[config.mk]
export PLATFORM = sky130hd
export DESIGN_NAME = cpg_clock_gen
export DESIGN_NICKNAME = d
export VERILOG_FILES = /design/src/include/cpg_pkg.sv /design/src/design/cpg_clock_gen.sv /design/src/design/cpg_divider.sv
export SDC_FILE = /design/constraint.sdc
export NUM_CORES = 1
export LEC_CHECK = 0
export ABC_AREA = 1
export ABC_CLOCK_PERIOD_IN_PS = 1800
export BUFFER_PORTS_ARGS = -buffer_cell sky130_fd_sc_hd__buf_2
export CAP_MARGIN = 20
export CORE_ASPECT_RATIO = 1.4
export CORE_UTILIZATION = 52
export DETAILED_ROUTE_END_ITERATION = 16
export PLACE_DENSITY = 0.76
export SLEW_MARGIN = 20
export SYNTH_ARGS = -nofsm -noshare
export SYNTH_HDL_FRONTEND = slang
export SYNTH_SLANG_ARGS = --single-unit
[constraint.sdc]
create_clock -name clk_i -period 1.8 [get_ports clk_i]
set_input_delay 0.36 -clock clk_i [delete_from_list [all_inputs] [get_ports clk_i]]
set_output_delay 0.36 -clock clk_i [all_outputs]
set_load 0.01 [all_outputs]
[src/include/cpg_pkg.sv]
// Constants, register layout and prescale decode for the core/peripheral clock generator.
// Assumes one free-running oscillator clock; derived clocks are one-cycle enable pulses.
//
// Behaviour
// - Every derived clock comes from the crystal input clock alone.
// - Core clock drives core and watchdog; oscillator rate by default, down to 1/2048.
// - Prescale codes select divide by 1, 2, 4, 8, 16, 32, 1024, 2048.
// - A prescale write is used from the very next cycle.
// - Core clock stops while power-down or halt-core bit is set.
// - Watchdog gets a further division of the core clock.
// - Peripheral clock runs at oscillator rate, untouched by the prescaler.
// - Peripheral clock stops only under power-down, never under halt-core.
// - Debug port runs on its own external test clock, reachable in low power.
// - In idle and power-down most debug functions are flagged unavailable.
// - A debug reset command in low power returns the device to normal mode.
// - Clock control bit 4 enables breakpoint comparators; resets to one, writable.
// - Clock control register is 8 bits at F9h, reset 10h, bits 7..5 reserved.
// - With auto-restore set, an interrupt forces the prescale field to 000.
// - Power control register at 87h, reset 00h; bit 1 power-down, bit 0 halt-core.
package cpg_pkg;

   // ***********************************************************
   // Register map
   // ***********************************************************
   localparam logic [7:0] CPG_CLOCK_CONTROL_ADDR = 8'hF9;
   localparam logic [7:0] CPG_CLOCK_CONTROL_RST  = 8'h10;
   localparam logic [7:0] CPG_POWER_CONTROL_ADDR = 8'h87;
   localparam logic [7:0] CPG_POWER_CONTROL_RST  = 8'h00;

   // ***********************************************************
   // Field positions
   // ***********************************************************
   localparam int CPG_PRESCALE_LSB      = 0;
   localparam int CPG_PRESCALE_MSB      = 2;
   localparam int CPG_AUTO_RESTORE_BIT  = 3;
   localparam int CPG_BKPT_ENABLE_BIT   = 4;
   localparam int CPG_HALT_CORE_BIT     = 0;
   localparam int CPG_POWER_DOWN_BIT    = 1;
   localparam int CPG_CLOCK_CONTROL_MSB = 4;

   localparam logic [2:0] CPG_PRESCALE_FULL = 3'h0;

   // ***********************************************************
   // Divider sizing and watchdog division
   // ***********************************************************
   localparam int CPG_DIV_WIDTH   = 11;
   localparam int CPG_WDG_DIV_DEF = 16;

   // Terminal count (divisor minus one) for each prescale code
   function automatic logic [CPG_DIV_WIDTH-1:0] cpg_div_term(input logic [2:0] code);
      logic [CPG_DIV_WIDTH-1:0] t;
      t = 11'h000;
      case (code)
         3'h0:    t = 11'h000;
         3'h1:    t = 11'h001;
         3'h2:    t = 11'h003;
         3'h3:    t = 11'h007;
         3'h4:    t = 11'h00F;
         3'h5:    t = 11'h01F;
         3'h6:    t = 11'h3FF;
         3'h7:    t = 11'h7FF;
         default: t = 11'h000;
      endcase
      return t;
   endfunction : cpg_div_term

endpackage : cpg_pkg

[src/design/cpg_clock_gen.sv]
// Core and peripheral clock generator with its clock control and power control SFRs.
// Assumes clk_i is the crystal input clock; derived clocks leave as enable pulses and the
// debug reset command arrives from the test-clock domain as a level.
`timescale 1ns/10ps
module cpg_clock_gen
   import cpg_pkg::*;
#(
   parameter int WDG_DIV = CPG_WDG_DIV_DEF
) (
   input  wire logic       clk_i,
   input  wire logic       rst_n_i,
   input  wire logic [7:0] sfr_addr_i,
   input  wire logic       sfr_wr_i,
   input  wire logic       sfr_rd_i,
   input  wire logic [7:0] sfr_wdata_i,
   input  wire logic       irq_i,
   input  wire logic       dbg_reset_cmd_i,
   output logic [7:0]      sfr_rdata_o,
   output logic            core_clk_en_o,
   output logic            wdg_clk_en_o,
   output logic            peripheral_clock_en_o,
   output logic            bkpt_compare_enable_o,
   output logic            dbg_func_avail_o,
   output logic            dbg_reset_req_o
);

   // ***********************************************************
   // Elaboration checks
   // ***********************************************************
   initial begin
      if (WDG_DIV < 1 || WDG_DIV > 2048) begin
         $error("cpg_clock_gen: WDG_DIV must lie in 1..2048");
      end
   end

   localparam logic [CPG_DIV_WIDTH-1:0] WDG_TERM = CPG_DIV_WIDTH'(WDG_DIV - 1);

   // ***********************************************************
   // Register state
   // ***********************************************************
   logic [2:0] core_clock_prescale_reg;
   logic [2:0] core_clock_prescale_next;
   logic       auto_restore_full_speed_reg;
   logic       breakpoint_compare_enable_reg;
   logic       power_down_bit_reg;
   logic       power_down_bit_next;
   logic       halt_core_bit_reg;
   logic       halt_core_bit_next;

   logic       wr_clock_control;
   logic       wr_power_control;
   logic       dbg_sync1_reg;
   logic       dbg_sync2_reg;
   logic       dbg_prev_reg;
   logic       dbg_reset_evt;
   logic       core_run;
   logic       core_pulse;
   logic       wdg_pulse;

   // Address decode of the two special function registers
   assign wr_clock_control = sfr_wr_i && (sfr_addr_i == CPG_CLOCK_CONTROL_ADDR);
   assign wr_power_control = sfr_wr_i && (sfr_addr_i == CPG_POWER_CONTROL_ADDR);

   // ***********************************************************
   // Debug reset command crossing
   // ***********************************************************
   // The command is made on the external test clock, so only the link end uses it
   // unsynchronised; here it passes two flops before the edge detector sees it
   always_ff @(posedge clk_i) begin
      if (!rst_n_i) begin
         dbg_sync1_reg <= 1'b0;
         dbg_sync2_reg <= 1'b0;
         dbg_prev_reg  <= 1'b0;
      end else begin
         dbg_sync1_reg <= dbg_reset_cmd_i;
         dbg_sync2_reg <= dbg_sync1_reg;
         dbg_prev_reg  <= dbg_sync2_reg;
      end
   end

   assign dbg_reset_evt = dbg_sync2_reg && !dbg_prev_reg;

   // ***********************************************************
   // Clock control register
   // ***********************************************************
   // With auto-restore set, an interrupt wins over a same-cycle write so a wake-up is never lost
   always_comb begin
      core_clock_prescale_next = core_clock_prescale_reg;
      if (wr_clock_control) begin
         core_clock_prescale_next = sfr_wdata_i[CPG_PRESCALE_MSB:CPG_PRESCALE_LSB];
      end
      if (irq_i && auto_restore_full_speed_reg) begin
         core_clock_prescale_next = CPG_PRESCALE_FULL;
      end
   end

   // Stored fields; reset value 10h leaves comparators on
   always_ff @(posedge clk_i) begin
      if (!rst_n_i) begin
         core_clock_prescale_reg       <= CPG_CLOCK_CONTROL_RST[CPG_PRESCALE_MSB:CPG_PRESCALE_LSB];
         auto_restore_full_speed_reg   <= CPG_CLOCK_CONTROL_RST[CPG_AUTO_RESTORE_BIT];
         breakpoint_compare_enable_reg <= CPG_CLOCK_CONTROL_RST[CPG_BKPT_ENABLE_BIT];
      end else begin
         core_clock_prescale_reg <= core_clock_prescale_next;
         if (wr_clock_control) begin
            auto_restore_full_speed_reg   <= sfr_wdata_i[CPG_AUTO_RESTORE_BIT];
            breakpoint_compare_enable_reg <= sfr_wdata_i[CPG_BKPT_ENABLE_BIT];
         end
      end
   end

   // ***********************************************************
   // Power control register (low-power bits only)
   // ***********************************************************
   // Interrupt ends halt-core; debug reset ends both modes. Hardware beats software
   always_comb begin
      power_down_bit_next = power_down_bit_reg;
      halt_core_bit_next  = halt_core_bit_reg;
      if (wr_power_control) begin
         power_down_bit_next = sfr_wdata_i[CPG_POWER_DOWN_BIT];
         halt_core_bit_next  = sfr_wdata_i[CPG_HALT_CORE_BIT];
      end
      if (irq_i) begin
         halt_core_bit_next = 1'b0;
      end
      if (dbg_reset_evt) begin
         power_down_bit_next = 1'b0;
         halt_core_bit_next  = 1'b0;
      end
   end

   // Power bits, reset 00h
   always_ff @(posedge clk_i) begin
      if (!rst_n_i) begin
         power_down_bit_reg <= CPG_POWER_CONTROL_RST[CPG_POWER_DOWN_BIT];
         halt_core_bit_reg  <= CPG_POWER_CONTROL_RST[CPG_HALT_CORE_BIT];
      end else begin
         power_down_bit_reg <= power_down_bit_next;
         halt_core_bit_reg  <= halt_core_bit_next;
      end
   end

   // ***********************************************************
   // Register read port
   // ***********************************************************
   // Data registered one cycle after the read strobe; reserved and unmapped read zero
   always_ff @(posedge clk_i) begin
      if (!rst_n_i) begin
         sfr_rdata_o <= 8'h00;
      end else if (sfr_rd_i && sfr_addr_i == CPG_CLOCK_CONTROL_ADDR) begin
         sfr_rdata_o <= {3'h0, breakpoint_compare_enable_reg,
                         auto_restore_full_speed_reg, core_clock_prescale_reg};
      end else if (sfr_rd_i && sfr_addr_i == CPG_POWER_CONTROL_ADDR) begin
         sfr_rdata_o <= {6'h00, power_down_bit_reg, halt_core_bit_reg};
      end else begin
         sfr_rdata_o <= 8'h00;
      end
   end

   // ***********************************************************
   // Clock dividers
   // ***********************************************************
   // Gating holds the divider count where it stands, so a period resumes from that count when the core restarts
   assign core_run = !(power_down_bit_reg || halt_core_bit_reg);

   // Core divider, fed straight from the crystal clock
   cpg_divider #(
      .WIDTH   (CPG_DIV_WIDTH)
   ) u_core_div (
      .clk_i   (clk_i),
      .rst_n_i (rst_n_i),
      .adv_i   (core_run),
      .term_i  (cpg_div_term(core_clock_prescale_reg)),
      .pulse_o (core_pulse)
   );

   // Watchdog divider advances only on core pulses that survive gating, so a pulse
   // withheld from the core at a low-power entry is never counted by the watchdog
   cpg_divider #(
      .WIDTH   (CPG_DIV_WIDTH)
   ) u_wdg_div (
      .clk_i   (clk_i),
      .rst_n_i (rst_n_i),
      .adv_i   (core_pulse && core_run),
      .term_i  (WDG_TERM),
      .pulse_o (wdg_pulse)
   );

   // ***********************************************************
   // Outputs
   // ***********************************************************
   // Core enable is re-timed here so that gating acts without a partial pulse
   always_ff @(posedge clk_i) begin
      if (!rst_n_i) begin
         core_clk_en_o   <= 1'b0;
         wdg_clk_en_o    <= 1'b0;
         peripheral_clock_en_o <= 1'b0;
      end else begin
         core_clk_en_o   <= core_pulse && core_run;
         wdg_clk_en_o    <= wdg_pulse && core_run;
         peripheral_clock_en_o <= !power_down_bit_next;
      end
   end

   // Debug status: comparator enable, availability, reset request pulse
   always_ff @(posedge clk_i) begin
      if (!rst_n_i) begin
         bkpt_compare_enable_o <= 1'b1;
         dbg_func_avail_o      <= 1'b1;
         dbg_reset_req_o       <= 1'b0;
      end else begin
         bkpt_compare_enable_o <= breakpoint_compare_enable_reg;
         dbg_func_avail_o      <= !(power_down_bit_next || halt_core_bit_next);
         dbg_reset_req_o       <= dbg_reset_evt;
      end
   end

endmodule : cpg_clock_gen

[src/design/cpg_divider.sv]
// Enable-pulse divider: one pulse every term_i+1 advancing cycles.
// Assumes term_i comes from logic on the same clock; a changed term restarts the count.
`timescale 1ns/10ps
module cpg_divider
   import cpg_pkg::*;
#(
   parameter int WIDTH = CPG_DIV_WIDTH
) (
   input  wire logic             clk_i,
   input  wire logic             rst_n_i,
   input  wire logic             adv_i,
   input  wire logic [WIDTH-1:0] term_i,
   output logic                  pulse_o
);

   logic [WIDTH-1:0] count_reg;
   logic [WIDTH-1:0] term_reg;
   logic [WIDTH-1:0] count_eff;

   initial begin
      if (WIDTH < 1) $error("cpg_divider: WIDTH must be at least 1");
   end

   // A new ratio starts from a clean count, so no pulse comes early or late
   assign count_eff = (term_i != term_reg) ? '0 : count_reg;

   // Counter and pulse; gating only withholds whole pulses
   always_ff @(posedge clk_i) begin
      if (!rst_n_i) begin
         count_reg <= '0;
         term_reg  <= '0;
         pulse_o   <= 1'b0;
      end else begin
         term_reg <= term_i;
         pulse_o  <= adv_i && (count_eff == term_i);
         if (adv_i) begin
            count_reg <= (count_eff == term_i) ? '0 : count_eff + 1'b1;
         end else begin
            count_reg <= count_eff;
         end
      end
   end

endmodule : cpg_divider

==> flow_summary.ini, run 1 <==
[sta]
hold-worst-slack_ps = 200
tightestPinTransition_ps = 533
clock_skew_ps = 4.76
grt_setup_unrepaired = yes
max-slew-margin-rel_pct = 64.0
setup_viol = 12
setup_tns_ps = -953
max_freq_ghz = 0.518
fin_ws_ps = -129
fin_crit_sh_pct = 107
slew_violations = 0
hold_violations = 0
period_needed_ps = 1930

[routing]
vias_per_cell = 4.96
wl_per_cell_um = 12.0
via_count = 2691
drc_errors = 0
ant_nets = 0
drtIter0Drc = 85
wl_mm = 6.50
drt_pass1_iterations = 4

[synth]
synth-seq-cells = 60
synth_cells = 390
synth.cell_area_sq_um = 2810
synth_edf_count = 0
syn_avg_cell_area_sq_um = 7.19
synth_cell_types = 37
synth_flop_cell = dfxtp_1
ys_warn_count = 0
async_flop_share_pct = 0
ys_seq_area_share_pct = 42.8

[pwr]
power_frac_seq_pct = 45.2
irDropWorstVdd_mv = 0.898
cellPowerDensity_nw_per_um2 = 790
power_switching_uw = 661
power.share.combinational_pct = 4.4
p_total_uw = 2980
p_clk_share_pct = 50.4
leakage_uw = 0.00189
p_sw_share_pct = 22.2
power.internal_uw = 2320

[clocking]
tritoncts = yes
ctsHoldBuffers = 0
cts_buffer_depth = 2
cts_max_level = 3
clock-root-buffer = clkbuf_8
cts_sinks = 60
clock_latency_ps = 340
path_clk_slew_ps = 70
cts-buffers-inserted = 9

[grt]
overflow = 0
antenna_found_initial = 0
grt_max_degree = 21
grt.total_usage_pct = 23.2
grt_pass1_wl_mm = 10.1
grt_pass1_vias = 2527

[floorplanning]
die_y_um = 88.9
dieArea_sq_um = 5700
fp.coreArea_sq_um = 5200
start_util_pct = 54.0
row_count = 31
chipWidth_um = 64.1
io_pins = 36

[critical_path]
crit_required_ps = 2040
end_kind = flip-flop
rr_worst_depth = 14
start_kind = flip-flop
critical_path_class = flip-flop to flip-flop
cp_max_fo = 4
arrival_ps = 2170

[placed_design]
port_buffers = 29
place_hpwl_mm = 4.36
gp_congestion = 0.793
pre_cts_slack_ps = -203

[outcome]
status = finished, violations left
violations = negative setup slack

[finish]
drive_gt1_share_pct = 35.5
fin_util_pct = 72.6
antenna_cells = 0
syn_to_final_growth_pct = 34.4
final_nets = 495

[hold_path]
hold_depth = 3
min-delay-path-class = input pin to flip-flop

[flow_run]
cap_violations = 0
cell usage in the layout (no fill, tap or decap), types with 4 or more instances in the layout:
cell type	count
buf_2	29
clkbuf_8	9
nor3_1	5
xnor2_1	4
nand2_1	96
buf_4	47
nor2_4	5
nand3_2	8
dfxtp_1	51
nand3_1	13
nand4_1	8
dfxtp_2	6
inv_2	10
nand2_2	11
a21oi_1	7
nor2_1	35
inv_1	61
nor2_2	16
o21ai_0	5
layout make-up:
| cell class | count | area (sq um) |
|---|---|---|
| inverter | 72 | 273 |
| clock buffer | 9 | 124 |
| clock inverter | 7 | 124 |
| sequential | 60 | 1220 |
| fill | 393 | 1430 |
| tap | 66 | 82.6 |
| timing repair buffer | 77 | 509 |
| multi-input combinational | 251 | 1440 |
final timing paths:
check                                       startpoint                 endpoint  slack (ps)
worst max-delay path            u_core_div.term_reg[4]  u_core_div.count_reg[8]        -130
worst min-delay path                   dbg_reset_cmd_i            dbg_sync1_reg         200
worst max register to register  u_core_div.term_reg[4]  u_core_div.count_reg[8]        -130
worst min register to register            dbg_prev_reg          dbg_reset_req_o         410
power by group through the flow:
stage / Sequential [uW] / Combinational [uW] / Clock (uW)
after floorplan: 1380 / 68.8 / 0
after global placement: 1380 / 110 / 0
after detailed placement: 1380 / 114 / 0
after CTS: 1350 / 118 / 1520
after global routing: 1350 / 145 / 1590
final: 1350 / 131 / 1500
layer usage:
metal | part of all wire [%] | vias up | GRT usage (%)
met5 | 0 | - | 0
met1 | 39 | 1229 | 22.3
li1 | - | 1367 | -
met4 | 2.7 | 0 | 11.4
met3 | 4.2 | 20 | 6.76
met2 | 55 | 75 | 44.9
timing repair:
action,4_1_cts,5_1_grt
gates resized for setup,12,42
endpoints found under the setup margin,18,16
pin swaps,12,23
setup buffers,5,7
worst max-delay path: stages (launching register included):
cell and delay [ps]:
dfxtp_2 350, inv_2 40, nand2_1 60, nand2_1 50
nor2_1 110, nand2_1 90, nor2_4 170, nand2_2 80
inv_2 70, ha_4 130, nand4_1 130, nor2_2 230
nand2_2 90, xnor2_2 180, nor2_4 40
cells in the mapped netlist (2+ instances only):
library cell	instances	share of area (%)
a211oi_1	2	0.54
nand2_1	106	14
nand2_2	2	0.45
nand3_1	18	3.2
nor2_2	8	1.8
xor2_1	3	0.94
o22ai_1	2	0.45
nor3_2	4	1.4
buf_6	3	1.2
xnor2_1	7	2.2
o21ai_1	2	0.36
o211ai_1	3	0.80
nand3_2	3	1.1
a21oi_1	8	1.4
inv_2	3	0.40
o21ai_0	5	0.89
inv_1	69	9.2
nand4_1	8	1.8
ha_1	2	0.89
nor2_1	44	5.9
dfxtp_1	60	43
nor4_1	3	0.67
nor2_4	4	1.6
nor3_1	5	0.89
buf_4	3	0.80
clkbuf_1	2	0.27
metrics by stage:
step,cell area (sq um),std cells
after detailed placement,3260,514
final,3770,542
after CTS,3590,535
after global routing,3770,542
after global placement,3260,514
after floorplan,2830,392
kinds of logic after synthesis:
family | Yosys count | synth area share (%)
adder cells (fa/ha/maj) | 2 | 0.892
buffers and inverters | 81 | 12.1
AO/OA/AOI/OAI | 26 | 5.66
AND/OR/NAND/NOR | 209 | 34.9
XOR/XNOR | 10 | 3.12
other | 1 | 0.134
flip-flops | 60 | 42.8
multiplexers | 1 | 0.357
(Power assumes the default switching activity.)
==> run 2, diff against run 1 <==
--- a/config.mk
+++ b/config.mk
@@ -13,6 +13,8 @@
 export CORE_UTILIZATION = 52
 export DETAILED_ROUTE_END_ITERATION = 16
 export PLACE_DENSITY = 0.76
+export REMOVE_ABC_BUFFERS = 1
+export SKIP_CTS_REPAIR_TIMING = 1
 export SLEW_MARGIN = 20
 export SYNTH_ARGS = -nofsm -noshare
 export SYNTH_HDL_FRONTEND = slang
==> flow_summary.ini, run 2 (synthesis results as in run 1) <==
[finish]
fillers = 396
seq_area_sq_um = 1220
final_common_cell = nand2_1
final_cells = 538
syn_to_final_growth_pct = 31.5
antenna_cells = 0
final_nets = 491
layout_common_cells = nand2_1 (98), inv_1 (61), dfxtp_1 (52), buf_4 (42), nor2_1 (34)
multi_input_area_sq_um = 1410
drive_gt1_share_pct = 33.9

[routing]
drc_errors = 0
wl_met1_mm = 2.37
drt_pass1_iterations = 4
ant_nets = 0
via_count = 2603
vias_per_cell = 4.84
wl_met3_um = 210
wl_met2_mm = 3.19
highest_layer = met4
wl_mm = 5.97
wl_per_cell_um = 11.1
drtIter0Drc = 74

[placed_design]
port_buffers = 29
post-place-cells = 514
gp_congestion = 0.831
place_hpwl_mm = 4.44

[sta]
fin_crit_sh_pct = 108
slew_violations = 0
clock_skew_ps = 7.64
fin_ws_ps = -137
hold_violations = 0
setup_tns_ps = -1150
setup_viol = 12
max_freq_ghz = 0.516
grt_setup_unrepaired = yes
period_needed_ps = 1940
hold-worst-slack_ps = 195

[critical_path]
reg2reg_slack_ps = -140
rr_worst_depth = 14
rr_startpoint = u_core_div.term_i[0]
r2r-end = u_core_div.pulse_o
crit_required_ps = 2080
start_kind = flip-flop
critical_path_class = flip-flop to flip-flop
cp_max_fo = 5
end_kind = flip-flop
arrival_ps = 2210

[grt]
grt.total_usage_pct = 22.9
grt_pass1_wl_mm = 9.87
grt_max_degree = 21
grt_pass1_vias = 2446
antenna_found_initial = 0
overflow = 0

[outcome]
status = finished, violations left
violations = negative setup slack

[flow_run]
cap_violations = 0

[clocking]
clock_latency_ps = 340
cts_buffer_depth = 2
clock-root-buffer = clkbuf_8
cts_sinks = 60
cts-buffers-inserted = 9
path_clk_slew_ps = 70
cts_max_level = 3
tritoncts = yes

[floorplanning]
dieArea_sq_um = 5700
chipWidth_um = 64.1
fp.coreArea_sq_um = 5200
start_util_pct = 54.0
row_count = 31
io_pins = 36
die_y_um = 88.9

[hold_path]
min-delay-path-class = input pin to flip-flop
hold_depth = 3
hp-start = dbg_reset_cmd_i
min_to = dbg_sync1_reg

[pwr]
cellPowerDensity_nw_per_um2 = 773
irDropWorstVdd_mv = 0.763
leakage_uw = 0.00185
run 2: worst max-delay path, cell delays in order (launching register included):
cell	delay, ps
dfxtp_2	360
inv_1	60
nand2_1	70
nand2_2	60
nor2_1	80
nand2_1	80
nor2_4	160
buf_6	140
nand3_2	70
nand2_1	80
nand2_1	90
nor2_4	170
nand4_4	180
buf_4	190
nor2_2	80
run 2: layer usage:
metal / vias up / global-route usage [%]
li1: 1350 / -
met1: 1183 / 22.2
met5: - / 0
met4: 0 / 15.3
met3: 17 / 5.36
met2: 53 / 43.2
run 2: how the worst max path moves through the flow:
stage	startpoint	to	slack (ps)	cells after the start
after floorplan	u_core_div.term_i[8]	u_core_div.count_reg[8]	-320	14
final	u_core_div.term_i[0]	u_core_div.pulse_o	-140	14
after global routing	u_core_div.term_i[0]	u_core_div.count_reg[6]	-300	15
after CTS	u_core_div.term_i[0]	u_core_div.count_reg[8]	-250	14
after global placement	u_core_div.term_i[4]	u_core_div.count_reg[8]	-120	14
after detailed placement	u_core_div.term_i[0]	u_core_div.count_reg[8]	-230	14
run 2: area by class of cell:
type | instances | share of cell area, %
clock inverters | 6 | 2.54
flip-flops and latches | 60 | 33.0
well taps | 66 | 2.24
inverters | 72 | 7.33
repair buffers | 73 | 12.9
multi-input cells | 251 | 38.3
clock buffers | 10 | 3.73
run 2: report_power, final:
group	total (uW)	internal [uW]	switching (uW)
clock	1380	828	550
combinational	128	52.1	76.2
sequential	1350	1340	7.60
run 2: per-stage QoR:
| step | setup WS, ps | power [uW] | cell area, sq um | util, % |
|---|---|---|---|---|
| after global placement | -119 | 1490 | 3240 | 62.4 |
| after global routing | -300 | 2960 | 3690 | 71.0 |
| after detailed placement | -226 | 1490 | 3240 | 62.4 |
| after CTS | -246 | 2870 | 3470 | 66.8 |
| after floorplan | -322 | 1430 | 2740 | - |
| final | -137 | 2850 | 3690 | 71.0 |
==> run 3, diff against run 2 <==
--- a/config.mk
+++ b/config.mk
@@ -10,9 +10,10 @@
 export BUFFER_PORTS_ARGS = -buffer_cell sky130_fd_sc_hd__buf_2
 export CAP_MARGIN = 20
 export CORE_ASPECT_RATIO = 1.4
-export CORE_UTILIZATION = 52
+export CORE_UTILIZATION = 54
+export CTS_BUF_LIST = sky130_fd_sc_hd__clkbuf_2 sky130_fd_sc_hd__clkbuf_4 sky130_fd_sc_hd__clkbuf_8
 export DETAILED_ROUTE_END_ITERATION = 16
-export PLACE_DENSITY = 0.76
+export PLACE_DENSITY = 0.78
 export REMOVE_ABC_BUFFERS = 1
 export SKIP_CTS_REPAIR_TIMING = 1
 export SLEW_MARGIN = 20
==> flow_summary.ini, run 3 (synthesis results as in run 1) <==
[floorplanning]
io_pins = 36
row_count = 30
start_util_pct = 57.0
fp.coreArea_sq_um = 4920
die_y_um = 87.3
chipWidth_um = 62.9
dieArea_sq_um = 5490

[flow_run]
cap_violations = 0

[clocking]
cts_max_level = 3
path_clk_slew_ps = 70
cts-buffers-inserted = 9
clock-root-buffer = clkbuf_8
tritoncts = yes
cts_buffer_depth = 2
cts_sinks = 60
clock_latency_ps = 330

[critical_path]
start_kind = flip-flop
critical_path_class = flip-flop to flip-flop
end_kind = flip-flop
arrival_ps = 2150
crit_required_ps = 2020
cp_max_fo = 3

[grt]
grt_max_degree = 13
overflow = 0
grt_pass1_wl_mm = 9.74
grt.total_usage_pct = 22.9
antenna_found_initial = 0
grt_pass1_vias = 2369

[finish]
final_nets = 489
syn_to_final_growth_pct = 30.6
final_common_cell = nand2_1
layout_common_cells = nand2_1 (95), inv_1 (60), dfxtp_1 (52), buf_4 (41), nor2_1 (32)
final_area_sq_um = 3660
drive_gt1_share_pct = 34.3
antenna_cells = 0

[sta]
max_freq_ghz = 0.519
hold_violations = 0
clock_skew_ps = 5.34
slew_violations = 0
setup_viol = 10
grt_setup_unrepaired = yes
period_needed_ps = 1930
setup_tns_ps = -981
fin_crit_sh_pct = 107
fin_ws_ps = -126

[pwr]
leakage_uw = 0.00183
power.internal_uw = 2180
irDropWorstVdd_mv = 0.523
power.share.combinational_pct = 4.6
p_sw_share_pct = 21.6
cellPowerDensity_nw_per_um2 = 759
power_switching_uw = 599
p_clk_share_pct = 46.9
power_frac_seq_pct = 48.5

[routing]
wl_met3_um = 209
vias_per_cell = 4.85
wl_met1_mm = 2.39
wl_mm = 6.16
ant_nets = 0
via_count = 2591
drt_pass1_iterations = 5
drtIter0Drc = 90
wl_per_cell_um = 11.5
wl_met2_mm = 3.39
drc_errors = 0
highest_layer = met4

[hold_path]
min-delay-path-class = input pin to flip-flop

[placed_design]
gp_congestion = 0.848
port_buffers = 29
placed_cell_area_sq_um = 3240
place_hpwl_mm = 4.32

[outcome]
status = finished, violations left
violations = negative setup slack
run 3: changes by cell type in the layout (fill, tap and decap cells not counted), sizes merged:
cell	delta
buf	-2
bufinv	-1
clkbuf	+3
inv	-2
run 3: worst paths after layout:
check	start	to	slack, ps	cells past startpoint
worst min-delay path	dbg_reset_cmd_i	dbg_sync1_reg	200	3
worst min register to register	dbg_sync1_reg	dbg_sync2_reg	410	2
worst max-delay path	u_core_div.term_i[3]	u_core_div.count_reg[6]	-130	15
worst max register to register	u_core_div.term_i[3]	u_core_div.count_reg[6]	-130	15
run 3: area by class of cell:
class	instances	area (sq um)
Tap cell	64	80.1
Fill cell	360	1250
Timing Repair Buffer	71	464
Inverter	72	273
Sequential cell	60	1220
Clock inverter	3	42.5
Clock buffer	13	179
Multi-Input combinational cell	251	1410
run 3: per-stage QoR:
stage | utilization [%] | setup WS [ps] | hold WS [ps] | cells | total power, uW
after floorplan | - | -322 | 388 | 383 | 1430
after detailed placement | 65.9 | -193 | 401 | 512 | 1490
after CTS | 70.4 | -282 | 197 | 528 | 2790
after global placement | 65.9 | -115 | 396 | 512 | 1490
after global routing | 74.5 | -276 | 209 | 534 | 2860
final | 74.5 | -126 | 205 | 534 | 2780
run 3: worst max-delay path, stage by stage (launching register included):
cell and delay (ps):
dfxtp_2 350, inv_2 40, nand2_2 70, nand2_4 60
nor2_4 120, nand2_2 70, nor2_4 140, nand2_2 80
inv_2 80, ha_4 130, nand4_1 160, buf_4 200
nor2_2 70, nand2_1 50, mux2i_1 150, nor2_2 40
run 3: power by group through the flow:
stage / Sequential (uW) / Clock [uW] / Combinational, uW
2_1_floorplan: 1380 / 0 / 50.3
3_3_place_gp: 1380 / 0 / 111
3_5_place_dp: 1380 / 0 / 115
4_1_cts: 1350 / 1330 / 116
5_1_grt: 1350 / 1370 / 142
6_report: 1350 / 1300 / 127
run 3: metal layers:
| layer | vias to the layer above | GRT usage (%) |
|---|---|---|
| met5 | - | 0 |
| li1 | 1345 | - |
| met2 | 58 | 42.8 |
| met3 | 17 | 4.58 |
| met1 | 1171 | 23.7 |
| met4 | 0 | 12.5 |
